===== src/common/rtc_pkg.sv =====
// constants and carrier types for the parallel rtc supervisor
package rtc_pkg;
  // clock and crystal rates
  localparam int unsigned CLK_HZ     = 125_000_000;
  localparam int unsigned CLK_NS     = 8;
  localparam int unsigned XTAL_HZ    = 32_768;
  // timing figures in their own units
  localparam int unsigned HOLD_MS    = 200;
  localparam int unsigned CE_HOLD_US = 100;
  localparam int unsigned WARN_NS    = 64;
  localparam int unsigned WD_MS      = 1500;
  // derived counts, in mclk cycles or crystal ticks
  localparam int unsigned HOLD_CYC    = HOLD_MS * (CLK_HZ / 1000);
  localparam int unsigned CE_HOLD_CYC = CE_HOLD_US * (CLK_HZ / 1_000_000);
  localparam int unsigned WARN_CYC    = WARN_NS / CLK_NS;
  localparam int unsigned WD_TICKS    = WD_MS * XTAL_HZ / 1000;
  localparam int unsigned SEC_TICKS   = XTAL_HZ;
  // register indices
  localparam logic [3:0] A_SEC    = 4'h0;
  localparam logic [3:0] A_SEC_AL = 4'h1;
  localparam logic [3:0] A_MIN    = 4'h2;
  localparam logic [3:0] A_MIN_AL = 4'h3;
  localparam logic [3:0] A_HR     = 4'h4;
  localparam logic [3:0] A_HR_AL  = 4'h5;
  localparam logic [3:0] A_DAY    = 4'h6;
  localparam logic [3:0] A_DAY_AL = 4'h7;
  localparam logic [3:0] A_DOW    = 4'h8;
  localparam logic [3:0] A_MON    = 4'h9;
  localparam logic [3:0] A_YR     = 4'hA;
  localparam logic [3:0] A_RATE   = 4'hB;
  localparam logic [3:0] A_IEN    = 4'hC;
  localparam logic [3:0] A_FLAG   = 4'hD;
  localparam logic [3:0] A_CTRL   = 4'hE;
  // field positions
  localparam int WD_LSB    = 4;
  localparam int AIE_B     = 3;
  localparam int PIE_B     = 2;
  localparam int PWRIE_B   = 1;
  localparam int ABE_B     = 0;
  localparam int STOP_B    = 2;
  localparam int ALM_IGN_B = 7;
  // values after reset
  localparam logic [6:0] RATE_RST = 7'h00;
  localparam logic [3:0] IEN_RST  = 4'h2;
  localparam logic [3:0] CTRL_RST = 4'h6;
  typedef enum logic [1:0] {
    WD_MID = 2'b00, WD_LO = 2'b01, WD_HI = 2'b10, WD_BAD = 2'b11
  } wd_lvl_t;
  typedef enum logic [1:0] {
    P_UP = 2'b00, P_WARN = 2'b01, P_FAIL = 2'b10, P_HOLD = 2'b11
  } pwr_st_t;
  typedef struct packed {
    logic [7:0] yr, mo, dow, dy, hr, mn, sc;
  } time_t;
  localparam time_t TM_RST = '{yr: 8'h00, mo: 8'h01, dow: 8'h01, dy: 8'h01,
                               hr: 8'h00, mn: 8'h00, sc: 8'h00};
  typedef struct packed {
    logic       cs_n;
    logic       oe_n;
    logic       we_n;
    logic [3:0] reg_index;
    logic [7:0] bus_data;
  } bus_pins_t;
  localparam bus_pins_t BUS_IDLE = '{cs_n: 1'b1, oe_n: 1'b1, we_n: 1'b1,
                                     reg_index: 4'h0, bus_data: 8'h00};
endpackage


===== src/hw/pin_sync.sv =====
// three-stage pin synchroniser with stage agreement filter
`timescale 1ns/1ps
module pin_sync #(
  parameter int unsigned   W    = 1,
  parameter logic [W-1:0]  INIT = '0
) (
  input  wire logic         mclk_i,
  input  wire logic         rst_i,
  input  wire logic [W-1:0] d_i,
  output logic [W-1:0]      q_o
);
  typedef struct packed {
    logic [W-1:0] s1;
    logic [W-1:0] s2;
    logic [W-1:0] s3;
    logic [W-1:0] q;
  } sync_st_t;
  sync_st_t s_q;
  sync_st_t s_d;

  // a bit changes only once the second and third stages agree
  always_comb begin
    s_d    = s_q;
    s_d.s1 = d_i;
    s_d.s2 = s_q.s1;
    s_d.s3 = s_q.s2;
    s_d.q  = (s_q.s2 & s_q.s3) | (s_q.q & (s_q.s2 ^ s_q.s3));
  end

  always_ff @(posedge mclk_i or posedge rst_i) begin
    if (rst_i) begin
      s_q <= '{s1: INIT, s2: INIT, s3: INIT, q: INIT};
    end else begin
      s_q <= s_d;
    end
  end

  assign q_o = s_q.q;
endmodule


===== src/hw/bcd_step.sv =====
// two-digit bcd step with wrap from the top value to the bottom one
`timescale 1ns/1ps
module bcd_step (
  input  wire logic       en_i,
  input  wire logic [7:0] v_i,
  input  wire logic [7:0] lo_i,
  input  wire logic [7:0] hi_i,
  output logic [7:0]      nx_o,
  output logic            wrap_o
);
  logic [7:0] inc;

  // ones digit rolls into tens at nine
  always_comb begin
    if (v_i[3:0] == 4'h9) begin
      inc = {v_i[7:4] + 4'h1, 4'h0};
    end else begin
      inc = {v_i[7:4], v_i[3:0] + 4'h1};
    end
    wrap_o = en_i && (v_i >= hi_i);
    if (!en_i) begin
      nx_o = v_i;
    end else if (wrap_o) begin
      nx_o = lo_i;
    end else begin
      nx_o = inc;
    end
  end
endmodule


===== src/hw/parallel_rtc_cpu_supervisor.sv =====
// real-time clock with power, watchdog and ram-select supervision
// Operation
// - time of day and date, seconds to years, every field in bcd
// - hundred-year calendar, two-digit year wraps 99 to 00
// - time base is the 32.768 khz crystal, 32768 ticks a second
// - on supply loss the interrupt goes low first, the cpu reset after
// - cpu reset held low while supply is below threshold
// - cpu reset held a further 200 ms after supply returns
// - watchdog expiry also pulls the cpu reset low
// - interrupt low on power-fail, periodic or alarm event
// - watchdog output low when kick input steady past timeout, 1.5 s default
// - expired watchdog stays low until next kick edge, then restarts
// - kick input is three-level; mid level disables the watchdog
// - watchdog timeout set by software, independent of the clock
// - alarm repeats from each second to monthly by field matching
// - alarm optionally active while running from the battery
// - periodic interrupt from 30.5 us to 500 ms off the crystal
// - gated ram select low only with select low and supply good, or in the power-fail grace window
// - on power fail gated select stays low 100 us or until release
// - four index inputs pick one of fifteen byte registers, index f reads zero
// - eight-bit two-way data bus shared with the memory bus
// - data driven only while selected, output-enabled, strobe high
// - write when selected and strobe low, whatever output enable
// - accesses ignored under power fail, ram select held off once the grace window ends
// - leap years corrected at the end of february
// - day of week runs sunday 1 to saturday 7, wraps to 1
`timescale 1ns/1ps
module parallel_rtc_cpu_supervisor #(
  parameter int unsigned HOLD_CYCLES    = rtc_pkg::HOLD_CYC,
  parameter int unsigned CE_HOLD_CYCLES = rtc_pkg::CE_HOLD_CYC,
  parameter int unsigned WD_BASE_TICKS  = rtc_pkg::WD_TICKS,
  parameter int unsigned SEC_TICKS      = rtc_pkg::SEC_TICKS
) (
  input  wire logic               mclk_i,
  input  wire logic               rst_i,
  input  wire rtc_pkg::bus_pins_t bus_i,
  output logic [7:0]              bus_data_o,
  output logic                    bus_data_oe_n_o,
  input  wire logic               crystal_pins_i,
  input  wire rtc_pkg::wd_lvl_t   watchdog_kick_in_i,
  input  wire logic               supply_ok_i,
  input  wire logic               battery_ok_i,
  input  wire logic               ram_sel_n_i,
  output logic                    ram_sel_n_o,
  output logic                    cpu_rst_oe_n_o,
  output logic                    int_oe_n_o,
  output logic                    watchdog_expired_n_o
);
  import rtc_pkg::*;

  localparam int WDW = $clog2(WD_BASE_TICKS + 1);
  localparam int PCW = $clog2(HOLD_CYCLES + 1);
  localparam int CEW = $clog2(CE_HOLD_CYCLES + 1);
  localparam int SCW = $clog2(SEC_TICKS + 1);

  typedef struct packed {
    time_t      tm;
    logic [7:0] al_sc;
    logic [7:0] al_mn;
    logic [7:0] al_hr;
    logic [7:0] al_dy;
    logic [6:0] rate;
    logic [3:0] ien;
    logic       af;
    logic       pf;
    logic       pwrf;
    logic [3:0] ctrl;
    logic [SCW-1:0] scnt;
    logic [14:0]    pcnt;
    logic [WDW-1:0] wcnt;
    wd_lvl_t        wlast;
    logic           wdo_n;
    pwr_st_t        pst;
    logic [PCW-1:0] hcnt;
    logic           ce_n;
    logic           ce_hold;
    logic [CEW-1:0] ccnt;
    logic           pok_l;
    logic           xt_l;
    logic           wr_l;
    logic           rd_l;
    logic [3:0]     ridx;
    logic [3:0]     widx;
    logic [7:0]     wdat;
    logic [7:0]     dout;
    logic           drv;
  } core_st_t;

  localparam core_st_t ST_RST = '{tm: TM_RST, rate: RATE_RST, ien: IEN_RST,
                                  ctrl: CTRL_RST, wlast: WD_MID, wdo_n: 1'b1,
                                  pst: P_HOLD, ce_n: 1'b1, default: '0};

  core_st_t   s_q;
  core_st_t   s_d;
  bus_pins_t  bus;
  logic [5:0] misc;
  logic       xt;
  wd_lvl_t    lvl;
  logic       pok;
  logic       bat_ok;
  logic       rsel_n;

  // every outside pin passes the three-stage filter first
  pin_sync #(.W(15), .INIT(BUS_IDLE)) u_bus_sync (
    .mclk_i (mclk_i),
    .rst_i  (rst_i),
    .d_i    (bus_i),
    .q_o    (bus)
  );
  pin_sync #(.W(6), .INIT(6'h01)) u_misc_sync (
    .mclk_i (mclk_i),
    .rst_i  (rst_i),
    .d_i    ({crystal_pins_i, watchdog_kick_in_i, supply_ok_i, battery_ok_i,
              ram_sel_n_i}),
    .q_o    (misc)
  );
  assign xt     = misc[5];
  assign lvl    = wd_lvl_t'(misc[4:3]);
  assign pok    = misc[2];
  assign bat_ok = misc[1];
  assign rsel_n = misc[0];

  // crystal edge and the second boundary
  logic xt_tick;
  logic sec_tick;
  assign xt_tick  = xt && !s_q.xt_l;
  assign sec_tick = xt_tick && s_q.ctrl[STOP_B] && (s_q.scnt == SCW'(SEC_TICKS - 1));

  // february length from the bcd year, 00 counts as a leap year
  function automatic logic [7:0] days_in(input logic [7:0] mo, input logic [7:0] yr);
    logic leap;
    leap = yr[4] ? (yr[3:0] == 4'h2 || yr[3:0] == 4'h6)
                 : (yr[3:0] == 4'h0 || yr[3:0] == 4'h4 || yr[3:0] == 4'h8);
    case (mo)
      8'h02:                      days_in = leap ? 8'h29 : 8'h28;
      8'h04, 8'h06, 8'h09, 8'h11: days_in = 8'h30;
      default:                    days_in = 8'h31;
    endcase
  endfunction

  // calendar ripple; each stage steps when the one below wraps
  logic [7:0] n_sc;
  logic [7:0] n_mn;
  logic [7:0] n_hr;
  logic [7:0] n_dy;
  logic [7:0] n_mo;
  logic [7:0] n_yr;
  logic [7:0] n_dw;
  logic       c_sc;
  logic       c_mn;
  logic       c_hr;
  logic       c_dy;
  logic       c_mo;

  bcd_step u_sc (.en_i(sec_tick), .v_i(s_q.tm.sc), .lo_i(8'h00), .hi_i(8'h59),
                 .nx_o(n_sc), .wrap_o(c_sc));
  bcd_step u_mn (.en_i(c_sc), .v_i(s_q.tm.mn), .lo_i(8'h00), .hi_i(8'h59),
                 .nx_o(n_mn), .wrap_o(c_mn));
  bcd_step u_hr (.en_i(c_mn), .v_i(s_q.tm.hr), .lo_i(8'h00), .hi_i(8'h23),
                 .nx_o(n_hr), .wrap_o(c_hr));
  bcd_step u_dy (.en_i(c_hr), .v_i(s_q.tm.dy), .lo_i(8'h01),
                 .hi_i(days_in(s_q.tm.mo, s_q.tm.yr)), .nx_o(n_dy), .wrap_o(c_dy));
  bcd_step u_dw (.en_i(c_hr), .v_i(s_q.tm.dow), .lo_i(8'h01), .hi_i(8'h07),
                 .nx_o(n_dw), .wrap_o());
  bcd_step u_mo (.en_i(c_dy), .v_i(s_q.tm.mo), .lo_i(8'h01), .hi_i(8'h12),
                 .nx_o(n_mo), .wrap_o(c_mo));
  bcd_step u_yr (.en_i(c_mo), .v_i(s_q.tm.yr), .lo_i(8'h00), .hi_i(8'h99),
                 .nx_o(n_yr), .wrap_o());

  // alarm fields are skipped when their ignore bit is set
  logic al_hit;
  assign al_hit = (s_q.al_sc[ALM_IGN_B] || s_q.al_sc[6:0] == n_sc[6:0])
               && (s_q.al_mn[ALM_IGN_B] || s_q.al_mn[6:0] == n_mn[6:0])
               && (s_q.al_hr[ALM_IGN_B] || s_q.al_hr[6:0] == n_hr[6:0])
               && (s_q.al_dy[ALM_IGN_B] || s_q.al_dy[6:0] == n_dy[6:0]);

  // periodic event: rate n gives a period of 2^(n-1) crystal ticks
  logic [14:0] per_mask;
  logic        per_hit;
  assign per_mask = (15'h0001 << (s_q.rate[3:0] - 4'h1)) - 15'h0001;
  assign per_hit  = xt_tick && (s_q.rate[3:0] != 4'h0)
                 && ((s_q.pcnt & per_mask) == 15'h0000);

  // bus strobes, already synchronised; power loss shuts the bus out
  logic rd_act;
  logic wr_raw;
  logic wr_done;
  logic rd_done;
  assign rd_act  = pok && !bus.cs_n && !bus.oe_n && bus.we_n;
  assign wr_raw  = !bus.cs_n && !bus.we_n;
  assign wr_done = s_q.wr_l && !wr_raw && pok;
  assign rd_done = s_q.rd_l && !rd_act;

  // watchdog limit shrinks by halves as the rate field grows
  logic [WDW-1:0] wd_lim;
  logic           wd_edge;
  assign wd_lim  = WDW'(WD_BASE_TICKS >> s_q.rate[6:WD_LSB]) - WDW'(1);
  assign wd_edge = (lvl == WD_LO || lvl == WD_HI) && lvl != s_q.wlast;

  // read value mux; unused bits read as zero
  function automatic logic [7:0] rd_val(input core_st_t s, input logic [3:0] i,
                                        input logic b);
    case (i)
      A_SEC:    rd_val = s.tm.sc;
      A_SEC_AL: rd_val = s.al_sc;
      A_MIN:    rd_val = s.tm.mn;
      A_MIN_AL: rd_val = s.al_mn;
      A_HR:     rd_val = s.tm.hr;
      A_HR_AL:  rd_val = s.al_hr;
      A_DAY:    rd_val = s.tm.dy;
      A_DAY_AL: rd_val = s.al_dy;
      A_DOW:    rd_val = s.tm.dow;
      A_MON:    rd_val = s.tm.mo;
      A_YR:     rd_val = s.tm.yr;
      A_RATE:   rd_val = {1'b0, s.rate};
      A_IEN:    rd_val = {4'h0, s.ien};
      A_FLAG:   rd_val = {4'h0, s.af, s.pf, s.pwrf, b};
      A_CTRL:   rd_val = {4'h0, s.ctrl};
      default:  rd_val = 8'h00;
    endcase
  endfunction

  always_comb begin
    s_d       = s_q;
    s_d.xt_l  = xt;
    s_d.pok_l = pok;
    s_d.wr_l  = wr_raw;
    s_d.rd_l  = rd_act;

    // tick counters; the periodic one never stops
    if (xt_tick) begin
      s_d.pcnt = s_q.pcnt + 15'h0001;
      s_d.scnt = (s_q.scnt == SCW'(SEC_TICKS - 1)) ? '0 : s_q.scnt + SCW'(1);
    end

    // time advance, then a finished write overrides its field
    s_d.tm = '{yr: n_yr, mo: n_mo, dow: n_dw, dy: n_dy, hr: n_hr, mn: n_mn, sc: n_sc};
    if (s_q.wr_l && wr_raw) begin
      s_d.widx = bus.reg_index;
      s_d.wdat = bus.bus_data;
    end
    if (wr_done) begin
      case (s_q.widx)
        A_SEC:    s_d.tm.sc  = s_q.wdat;
        A_SEC_AL: s_d.al_sc  = s_q.wdat;
        A_MIN:    s_d.tm.mn  = s_q.wdat;
        A_MIN_AL: s_d.al_mn  = s_q.wdat;
        A_HR:     s_d.tm.hr  = s_q.wdat;
        A_HR_AL:  s_d.al_hr  = s_q.wdat;
        A_DAY:    s_d.tm.dy  = s_q.wdat;
        A_DAY_AL: s_d.al_dy  = s_q.wdat;
        A_DOW:    s_d.tm.dow = s_q.wdat;
        A_MON:    s_d.tm.mo  = s_q.wdat;
        A_YR:     s_d.tm.yr  = s_q.wdat;
        A_RATE:   s_d.rate   = s_q.wdat[6:0];
        A_IEN:    s_d.ien    = s_q.wdat[3:0];
        A_CTRL:   s_d.ctrl   = s_q.wdat[3:0];
        default:  s_d.ctrl   = s_q.ctrl;
      endcase
    end

    // reading the flag byte clears it; a new event in that cycle wins
    if (rd_done && s_q.ridx == A_FLAG) begin
      s_d.af   = 1'b0;
      s_d.pf   = 1'b0;
      s_d.pwrf = 1'b0;
    end
    if (sec_tick && al_hit && (pok || s_q.ien[ABE_B])) begin
      s_d.af = 1'b1;
    end
    if (per_hit) begin
      s_d.pf = 1'b1;
    end

    // watchdog runs on crystal ticks, apart from the calendar
    if (lvl == WD_MID || lvl == WD_BAD) begin
      s_d.wdo_n = 1'b1;
      s_d.wcnt  = '0;
    end else if (wd_edge) begin
      s_d.wdo_n = 1'b1;
      s_d.wcnt  = '0;
      s_d.wlast = lvl;
    end else if (xt_tick && s_q.wdo_n) begin
      if (s_q.wcnt >= wd_lim) begin
        s_d.wdo_n = 1'b0;
      end else begin
        s_d.wcnt = s_q.wcnt + WDW'(1);
      end
    end

    // supply supervisor: warn, then reset, then hold after return
    unique case (s_q.pst)
      P_UP: begin
        if (!pok) begin
          s_d.pst  = P_WARN;
          s_d.hcnt = '0;
          s_d.pwrf = 1'b1;
        end
      end
      P_WARN: begin
        s_d.hcnt = s_q.hcnt + PCW'(1);
        if (s_q.hcnt == PCW'(WARN_CYC - 1)) begin
          s_d.pst = P_FAIL;
        end
      end
      P_FAIL: begin
        s_d.hcnt = '0;
        if (pok) begin
          s_d.pst = P_HOLD;
        end
      end
      P_HOLD: begin
        s_d.hcnt = s_q.hcnt + PCW'(1);
        if (!pok) begin
          s_d.pst = P_FAIL;
        end else if (s_q.hcnt == PCW'(HOLD_CYCLES - 1)) begin
          s_d.pst = P_UP;
        end
      end
    endcase

    // ram select gating with a short grace window on power loss
    if (pok) begin
      s_d.ce_n    = rsel_n;
      s_d.ce_hold = 1'b0;
      s_d.ccnt    = '0;
    end else if (s_q.pok_l) begin
      s_d.ce_hold = !rsel_n && !s_q.ce_n;
      s_d.ce_n    = rsel_n || s_q.ce_n;
    end else if (s_q.ce_hold) begin
      s_d.ccnt = s_q.ccnt + CEW'(1);
      if (rsel_n || s_q.ccnt == CEW'(CE_HOLD_CYCLES - 1)) begin
        s_d.ce_hold = 1'b0;
        s_d.ce_n    = 1'b1;
      end
    end else begin
      s_d.ce_n = 1'b1;
    end

    // read data from flip-flops; index follows the bus while reading
    s_d.drv = rd_act;
    if (rd_act) begin
      s_d.ridx = bus.reg_index;
      s_d.dout = rd_val(s_q, bus.reg_index, bat_ok);
    end
  end

  always_ff @(posedge mclk_i or posedge rst_i) begin
    if (rst_i) begin
      s_q <= ST_RST;
    end else begin
      s_q <= s_d;
    end
  end

  // pin outputs; the open-drain pins are enable-only
  assign bus_data_o           = s_q.dout;
  assign bus_data_oe_n_o      = !s_q.drv;
  assign ram_sel_n_o          = s_q.ce_n;
  assign watchdog_expired_n_o = s_q.wdo_n;
  assign cpu_rst_oe_n_o       = !(s_q.pst == P_FAIL || s_q.pst == P_HOLD || !s_q.wdo_n);
  assign int_oe_n_o = !((s_q.af && s_q.ien[AIE_B]) || (s_q.pf && s_q.ien[PIE_B])
                     || (s_q.pwrf && s_q.ien[PWRIE_B]));
endmodule


===== config.mk =====
export PLATFORM = sky130hd
export DESIGN_NAME = parallel_rtc_cpu_supervisor
export DESIGN_NICKNAME = d
export VERILOG_FILES = /design/src/common/rtc_pkg.sv /design/src/hw/pin_sync.sv /design/src/hw/bcd_step.sv /design/src/hw/parallel_rtc_cpu_supervisor.sv
export SDC_FILE = /design/constraint.sdc
export NUM_CORES = 1
export LEC_CHECK = 0
export BUFFER_PORTS_ARGS = -buffer_cell sky130_fd_sc_hd__buf_2
export CORE_MARGIN = 5
export CORE_UTILIZATION = 55
export CTS_BUF_LIST = sky130_fd_sc_hd__clkbuf_16
export CTS_CLUSTER_DIAMETER = 80
export DETAILED_ROUTE_END_ITERATION = 10
export GPL_TIMING_DRIVEN = 0
export PLACE_DENSITY = 0.71
export SYNTH_ARGS = -nofsm -noshare
export SYNTH_HDL_FRONTEND = slang
export SYNTH_SLANG_ARGS = --single-unit

===== constraint.sdc =====
create_clock -name mclk_i -period 11.9 [get_ports mclk_i]
set_clock_uncertainty 0.15 [all_clocks]
set_input_delay 2.38 -clock mclk_i [delete_from_list [all_inputs] [get_ports mclk_i]]
set_output_delay 2.38 -clock mclk_i [all_outputs]
set_load 0.1 [all_outputs]

After elaboration in Yosys (flattened, before gate mapping)
Cells that the tools add are included.

word-level totals
  output and inout bits = 13
  input bits = 23
  logic and storage cells = 301
  register bits after elaboration = 311

cells by class
  $add $sub $neg = 22
  bitwise gates (word level) = 10
  muxes and demuxes = 65
  magnitude comparators = 8
  equality and inequality tests = 66
  shift operators = 2
  reduce and logical (&&, ||, !) cells = 85

operator list
  kind                   number
  $mux 8                 32
  $pmux 8 s15            1
  $pmux 27 s4            1
  $mux 99                1
  $mux 16                6
  $eq 4x4->1 const B     22
  $add 4x1->4 const B    14
  $and 15x15->15         3
  $eq 4x3->1 const B     10
  $add 16x1->16 const B  2
  $logic_and 1x1->1      32
  $eq 7x7->1             4
  $mux 27                1
  $add 25x1->25 const B  1
  $eq 25x25->1 const B   1
  $eq 25x3->1 const B    1
  $reduce_and 2->1       11
  $eq 4x2->1 const B     5
  $eq 16x15->1 const B   1
  $eq 8x3->1 const B     2
  $ge 16x16->1           1
  $ge 8x7->1 const B     2
  $logic_or 1x1->1       16
  $shr 16x3->16 const A  1
  other kinds (46)       87

Logic depth before layout (Yosys ltp)
Gate-level depths: netlist of run 1.

  depth in word-level cells = 16
  gate-level depth with buffers = 18
  gate-level depth less buffers = 17

Modules after synthesis
From an unflattened synthesis of run 1, not the netlist that was laid out.

unflattened totals
  cells, all modules = 1838
  area total of the unflattened synthesis = 18635.4 um^2

modules (own cells, without submodules)
  module                       area an instance (um^2)  sequential area each (um^2)  cells an instance  times used
  parallel_rtc_cpu_supervisor  12135.4                  5693.0                       1164               1
  bcd_step                     541.8                    0.0                          75                 7
  pin_sync at u_bus_sync       1933.1                   1516.5                       106                1
  pin_sync at u_misc_sync      774.5                    605.6                        43                 1

Least setup slack after synthesis of run 1
Ideal clock, no wire load.

  kind = register to output
  from = register s_q[126] (netlist name)
  to = output int_oe_n_o
  data required time = 9.370 ns
  path slack = 6.587 ns
  cell stages (with the launch flop) = 2
  arrival = 2.783 ns
  buffers on the path = 0
  cells stage by stage = dfrtp_1 > a222oi_1

between the ends
  cells in the longest elaborated chain, start to end = 3

RTL lines
  item                    RTL line                            text
  start, declared         parallel_rtc_cpu_supervisor.sv:93   core_st_t s_q;
  start signal, assigned  parallel_rtc_cpu_supervisor.sv:350  s_q <= ST_RST;
  start signal, assigned  parallel_rtc_cpu_supervisor.sv:352  s_q <= s_d;
  $logic_and 1x1->1       parallel_rtc_cpu_supervisor.sv:363  || (s_q.pwrf && s_q.ien[PWRIE_B]));
  $logic_or 1x1->1        parallel_rtc_cpu_supervisor.sv:363
  $logic_not 1->1         parallel_rtc_cpu_supervisor.sv:362  assign int_oe_n_o = !((s_q.af && s_q.ien[AIE_B]) || (s_q.pf && s_q.ien[PIE_B])
  end, declared           parallel_rtc_cpu_supervisor.sv:46   output logic int_oe_n_o,

Every way passes these cells.

Worst setup path in the final report of run 1
Same ends and word-level chain as after synthesis.

==> metrics.csv, run 1 <==
stage,metric,value,unit
yosys,syn_area,0.0164,mm²
yosys,yosysUniqueCellTypes,88,
cts,post_cts_buffers,0,
cts,cts_buffers,35,
route,wl,43.6,mm
route,vias_per_cell,6.13,
sta,rsz0062_at_grt,false,
cts,clock_latency,530,ps
yosys,syn_inst,1659,
power_and_ir_drop,power.total,0.00395,W
final_layout,diodes,0,
global_routing,grt_start_max_net_pins,118,
place,finalWeightedCongestion,1.01,
cts,cts.clk_slew.worst_paths,60,ps
die,dieArea,0.0333,mm²
sta,final_max_slew_viol_count,0,
yosys,ys_ff_latch,311,
sta,relSlewSlack,0.308,
global_routing,grt_pass1_wl,71.3,mm
worst_setup_path,crit_arrival,2150,ps
place,dp_hpwl,31.0,mm
worst_setup_path,critPathCaptureType,output pin,
sta,setup-tns-final,0,ps
route,wl_per_cell,20.3,µm
place,dp.cells,2086,
global_routing,grt_usage,0.266,
route,num_vias,13200,
yosys,synth_warnings,0,
cts,root_buffer,clkbuf_16,
die,die_h,182,µm
yosys,synth-edff-count,0,
yosys,syn_avg_cell_area,9.86,µm²
yosys,yosysSeqAreaShare,0.478,
cts,cts_resized,0,
global_routing,grt_pass1_vias,12900,
die,initial_core_util,0.555,
sta,setup_viol,0,
cts,cts_num_sinks,311,
power_and_ir_drop,peakVddDrop,0.000148,V
power_and_ir_drop,p_per_area,217,mW/mm²
yosys,yosys.area.top_type,dfrtp_1,
run_status,run_status,completed,
power_and_ir_drop,total_leakage_power,7.96,nW
final_layout,fin_nets,1819,
final_layout,areaGrowthSynthToFinish,11.3,%
cts,cts_htree_levels,2,
sta,finalHoldViolCount,0,
cts,cts_tree,yes,
die,row_count,63,
route,drtPass1Iterations,6,
sta,worst_slew_pin_slew,1030,ps
route,ant_nets,0,
worst_setup_path,path_max_fanout,3,
final_layout,drive_gt1_frac,0.121,
global_routing,grt_overflow,0,
worst_setup_path,cp_data_required_time,9370,ps
global_routing,antenna_found_initial,0,
route,drt_iter0_markers,1314,
yosys,synth_top_flop_cell,dfrtp_1,
die,pin_count,36,
place,place.port_buffers,35,
job,drv_cap,0,
yosys,synth_top_area_frac,0.436,
die,core_area,0.0295,mm²
yosys,synth_async_sr_flop_share,1.00,
sta,timing.fmax,214,MHz
sta,finalCritPeriodShare,0.393,
yosys,synth_nets,1745,
sta,layout_min_cycle_time,4680,ps
die,die_w,182,µm
worst_setup_path,start_kind,flip-flop,
worst_hold_path,min-delay-path-class,flip-flop to flip-flop,
cts,clockBufferDepth,3,
yosys,synth_area_leaders,"dfrtp_1 44%, ha_1 4.8%, dfstp_2 4.2%",
worst_setup_path,critPathKind,flip-flop to output pin,
final_layout,finalNonFillerCells,2149,
route,drc_errors,0,
cts,cts_hold_buffers,0,
## sequential cells by signal, indices dropped and copies added (netlist names)
name / count
watchdog_expired_n_o: 1
u_misc_sync.q_o: 6
bus_data_o: 8
ram_sel_n_o: 1
s_q: 217
u_bus_sync.q_o: 15
u_misc_sync.s_q: 6
u_misc_sync.s_d: 12
u_bus_sync.s_d: 30
u_bus_sync.s_q: 15
## cell usage after synthesis (5+ instances only)
| cell type | n |
|---|---|
| dfrtp_1 | 285 |
| nor2_1 | 168 |
| nand2_1 | 151 |
| o21ai_0 | 105 |
| a21oi_1 | 76 |
| clkbuf_1 | 70 |
| ha_1 | 63 |
| mux2_2 | 60 |
| nand3_1 | 60 |
| inv_1 | 59 |
| xnor2_1 | 50 |
| xor2_1 | 48 |
| nor3_1 | 38 |
| nand4_1 | 35 |
| a21o_1 | 28 |
| dfstp_2 | 26 |
| mux2i_1 | 26 |
| and3_1 | 21 |
| a31oi_1 | 19 |
| nor2b_1 | 17 |
| o31ai_1 | 16 |
| a22oi_1 | 14 |
| or3_1 | 14 |
| nand2b_1 | 13 |
| a221oi_1 | 11 |
| nor4_1 | 11 |
| o22ai_1 | 11 |
| buf_4 | 10 |
| o21a_1 | 9 |
| nor3b_1 | 7 |
| a32oi_1 | 6 |
| nand3b_1 | 6 |
| o211ai_1 | 6 |
| o31a_1 | 6 |
| a211oi_1 | 5 |
| and2_1 | 5 |
| and4_1 | 5 |
| o32ai_1 | 5 |
## worst paths after layout
check	slack, ps	endpoint	cells after the start	start
worst max-delay path	7220	int_oe_n_o	2	s_q[126]$_DFF_PP0_
worst min-delay path	200	u_bus_sync.s_d[15]$_DFF_PP0_	0	u_bus_sync.s_d[30]$_DFF_PP0_
worst max register to register	7640	s_q[128]$_DFFE_PP0P_	12	s_q[212]$_DFF_PP1_
worst min register to register	200	u_bus_sync.s_d[15]$_DFF_PP0_	0	u_bus_sync.s_d[30]$_DFF_PP0_
max in group asynchronous	8800	s_q[125]$_DFFE_PP0P_	3	rst_i
min in group asynchronous	1800	u_bus_sync.s_d[41]$_DFF_PP0_	2	rst_i
## cells in the final DEF, fill, tap and decap left out, types with 21 or more instances in the layout
| cell | n |
|---|---|
| a21o_1 | 28 |
| and3_1 | 21 |
| buf_2 | 39 |
| xor2_1 | 48 |
| nand3_1 | 60 |
| nand2_1 | 151 |
| dfstp_2 | 26 |
| mux2_2 | 60 |
| clkbuf_1 | 70 |
| inv_1 | 67 |
| mux2i_1 | 26 |
| dfrtp_1 | 285 |
| o21ai_0 | 105 |
| nor2_1 | 168 |
| a21oi_1 | 76 |
| clkbuf_16 | 35 |
| xnor2_1 | 50 |
| ha_1 | 63 |
| nand4_1 | 35 |
| nor3_1 | 38 |
## layer usage
metal / share of wire / vias to the layer above / wire [µm] / global-route usage
li1: - / 6091 / - / -
met2: 0.45 / 501 / 19600 / 0.411
met5: 0 / - / 0 / 0
met4: 0.038 / 0 / 1650 / 0.0937
met3: 0.071 / 124 / 3080 / 0.0450
met1: 0.44 / 6457 / 19300 / 0.383
## per-stage QoR
step	cell area (µm²)	worst slack, ps	hold WS, ps	util
final	18200	7220	197	0.617
after global routing	18200	7310	204	0.617
after CTS	18200	7310	198	0.617
after detailed placement	17100	7780	185	0.579
after global placement	17000	-2410	182	0.577
after floorplan	16400	812	181	-
## cell families after synthesis
| family | after synthesis | synth area share |
|---|---|---|
| AND/OR/NAND/NOR | 583 | 0.178 |
| AO/OA/AOI/OAI | 370 | 0.148 |
| adder cells (fa/ha/maj) | 64 | 0.0488 |
| buffers and inverters | 146 | 0.0361 |
| XOR/XNOR | 98 | 0.0525 |
| flip-flops | 311 | 0.478 |
| multiplexers | 87 | 0.0586 |
## final cells by class
| type | instances | area [µm²] |
|---|---|---|
| multi-input combinational | 1202 | 7950 |
| clock buffer | 35 | 876 |
| clock inverter | 28 | 243 |
| buffer | 87 | 369 |
| tap | 390 | 488 |
| inverter | 59 | 229 |
| timing repair buffer | 37 | 230 |
| sequential | 311 | 7820 |
| fill | 2510 | 11300 |
## report_power, final
group / internal (W) / switching, W / total (W)
registers: 0.00127 / 0.000299 / 0.00157
clock network: 0.000607 / 0.000441 / 0.00105
logic: 0.000482 / 0.000844 / 0.00133
total: 0.00236 / 0.00158 / 0.00395
## critical path, cell delays in order, from the launching register on
cell,delay (ps)
dfrtp_1,440
a222oi_1,630
buf_2,550
No activity file was read; power rests on OpenSTA's default activity.
==> run 2: changes to the inputs <==
--- a/config.mk
+++ b/config.mk
@@ -12,7 +12,7 @@
 export CTS_CLUSTER_DIAMETER = 80
 export DETAILED_ROUTE_END_ITERATION = 10
 export GPL_TIMING_DRIVEN = 0
-export PLACE_DENSITY = 0.71
+export PLACE_DENSITY = 0.74
 export SYNTH_ARGS = -nofsm -noshare
 export SYNTH_HDL_FRONTEND = slang
 export SYNTH_SLANG_ARGS = --single-unit
==> constraint.sdc (replaced) <==
create_clock -name mclk_i -period 4.3 [get_ports mclk_i]
set_clock_uncertainty 0.15 [all_clocks]
set_input_delay 0.86 -clock mclk_i [delete_from_list [all_inputs] [get_ports mclk_i]]
set_output_delay 0.86 -clock mclk_i [all_outputs]
set_load 0.1 [all_outputs]
==> run 2 against run 1 <==
Against the previous run:
- setup slack lost 6900 ps
- sequential cell count is the same
- combinational power grew to 2.8 times the previous value
- hold slack worse by 87 ps
- via count up 0.29%
- non-clock buffer count is 9 higher
- die area did not move
- power rose to 2.8 times the previous value
- largest cell class unchanged
- highest routed layer unchanged
==> metrics.csv, run 2 (synthesis gave the netlist of run 1 again) <==
stage,metric,value,unit,change
global_routing,antenna_found_initial,0,,unchanged
global_routing,grt_pass1_wl,70.1,mm,-1.7%
worst_setup_path,cp_data_required_time,4520,ps,-4850 ps
worst_setup_path,path_max_fanout,8,,+5
final_layout,utilization,0.620,,+0.00255
power_and_ir_drop,p_per_area,594,mW/mm²,+170%
cts,clockBufferDepth,3,,unchanged
die,initial_core_util,0.555,,unchanged
place,dp.cells,2092,,+0.29%
place,dp_hpwl,31.5,mm,+1.6%
route,drc_errors,0,,unchanged
route,ant_nets,0,,unchanged
route,drt_iter0_markers,1151,,-12%
final_layout,num-fill-cells,2461,,-2.0%
final_layout,fin_nets,1828,,+0.49%
sta,finalHoldViolCount,0,,unchanged
worst_setup_path,start_kind,flip-flop,,
die,die_w,182,µm,unchanged
cts,cts_hold_buffers,0,,unchanged
cts,cts_tree,yes,,
cts,clock_latency,520,ps,about the same
sta,worst_slew_pin_slew,1110,ps,+78.5 ps
run_status,run_status,completed,,
global_routing,grt_start_max_net_pins,46,,-61%
die,dieArea,0.0333,mm²,unchanged
power_and_ir_drop,peakVddDrop,0.000360,V,+140%
final_layout,drive_gt1_frac,0.125,,+0.00398
final_layout,diodes,0,,unchanged
worst_setup_path,critPathCaptureType,flip-flop,,
route,vias_per_cell,6.12,,about the same
final_layout,final_common_cell,dfrtp_1,,
route,num_vias,13200,,+0.29%
global_routing,grt_overflow,0,,unchanged
sta,finalCritPeriodShare,0.933,,
global_routing,grt_usage,0.263,,-0.00362
cts,cts_buffers,35,,unchanged
sta,setup_viol,0,,unchanged
cts,root_buffer,clkbuf_16,,
die,die_h,182,µm,unchanged
global_routing,grt_pass1_vias,12800,,-1.3%
final_layout,finalNonFillerCells,2157,,+0.37%
worst_setup_path,critPathKind,flip-flop to flip-flop,,
die,row_count,63,,unchanged
sta,timing.fmax,249,MHz,
power_and_ir_drop,total_leakage_power,7.99,nW,+0.48%
cts,cts.clk_slew.worst_paths,60,ps,about the same
die,pin_count,36,,unchanged
final_layout,max_flop_register,s_q,,
place,place.port_buffers,35,,unchanged
place,finalWeightedCongestion,1.01,,-0.41%
route,wl,43.9,mm,+0.53%
sta,rsz0062_at_grt,true,,
cts,cts_num_sinks,311,,unchanged
cts,cts_htree_levels,2,,unchanged
final_layout,layout.cells.most_common_list,"285 x dfrtp_1, 168 x nor2_1, 151 x nand2_1",,
sta,relSlewSlack,0.261,,-0.0470
final_layout,largest_reg_flops,217,,unchanged
final_layout,areaGrowthSynthToFinish,11.7,%,
die,core_area,0.0295,mm²,unchanged
route,wl_per_cell,20.3,µm,+0.16%
route,drtPass1Iterations,6,,unchanged
sta,layout_min_cycle_time,4010,ps,
worst_hold_path,min-delay-path-class,input pin to async pin,,
worst_setup_path,crit_arrival,4230,ps,+2080 ps
job,drv_cap,0,,unchanged
sta,final_max_slew_viol_count,0,,unchanged
## run 2: cell count changes in the layout (fill, tap and decap cells not counted), sizes merged
cell and change:
bufinv -1, clkinvlp +2, buf +9, inv -2
## run 2: per-stage QoR
| step | worst slack (ps) | cell area [µm²] | hold WS (ps) | setup TNS (ps) | power (W) |
|---|---|---|---|---|---|
| after CTS | 129 | 18200 | 97.3 | 0 | 0.0108 |
| after detailed placement | 142 | 17200 | 185 | 0 | 0.00796 |
| after global routing | -82.5 | 18300 | 106 | -322 | 0.0115 |
| after global placement | -2580 | 17000 | 181 | -749520 | 0.00786 |
| after floorplan | -830 | 16400 | 181 | -236460 | 0.00679 |
| final | 287 | 18300 | 111 | 0 | 0.0109 |
## run 2: area by class of cell
type | instances | area [µm²] | share of cell area
plain buffers | 87 | 372 | 0.0203
clock inverters | 27 | 191 | 0.0105
multi-input cells | 1202 | 7950 | 0.435
inverters | 59 | 225 | 0.0123
repair buffers | 46 | 358 | 0.0196
clock buffers | 35 | 876 | 0.0479
flip-flops and latches | 311 | 7820 | 0.428
well taps | 390 | 488 | 0.0267
## run 2: repair_timing
item	CTS	global route
resized for setup	0	4
setup endpoints to repair	0	23
setup buffers	0	3
## run 2: routing by layer
| layer | share of wire | GRT usage | wire [µm] | up-vias |
|---|---|---|---|---|
| li1 | - | - | - | 6099 |
| met1 | 0.43 | 0.365 | 18700 | 6431 |
| met2 | 0.45 | 0.409 | 19600 | 533 |
| met3 | 0.080 | 0.0518 | 3520 | 148 |
| met4 | 0.046 | 0.103 | 2040 | 0 |
| met5 | 0 | 0 | 0 | - |
## run 2: power breakdown
part / internal [W] / total, W / leakage (nW) / switching, W
sequential: 0.00353 / 0.00435 / 3.95 / 0.000818
combinational: 0.00137 / 0.00372 / 3.49 / 0.00235
clock: 0.00161 / 0.00280 / 0.558 / 0.00119
total: 0.00650 / 0.0109 / 7.99 / 0.00436
## run 2: worst paths after layout
check	startpoint	endpoint	slack, ps	cells after the start
min reg2reg	u_bus_sync.s_d[41]$_DFF_PP0_	u_bus_sync.s_d[26]$_DFF_PP0_	190	0
max in group asynchronous	rst_i	u_bus_sync.s_q[27]$_DFF_PP1_	2830	5
max reg2reg	s_q[138]$_DFFE_PP0P_	s_q[86]$_DFFE_PP0P_	290	16
min	rst_i	s_q[104]$_DFFE_PP0P_	110	2
min in group mclk_i	u_bus_sync.s_d[41]$_DFF_PP0_	u_bus_sync.s_d[26]$_DFF_PP0_	190	0
max	s_q[138]$_DFFE_PP0P_	s_q[86]$_DFFE_PP0P_	290	16
## run 2: worst max-delay path, stage by stage (launching register included)
cell	delay, ps
dfrtp_1	340
clkbuf_1	350
inv_1	130
ha_1	370
or4_1	520
a21oi_1	140
a21oi_1	60
ha_1	290
o21a_1	110
o21a_1	180
a21oi_1	140
o21a_1	170
o2111ai_1	170
nor3_1	420
nand2_1	120
xor2_1	170
nor2_1	50
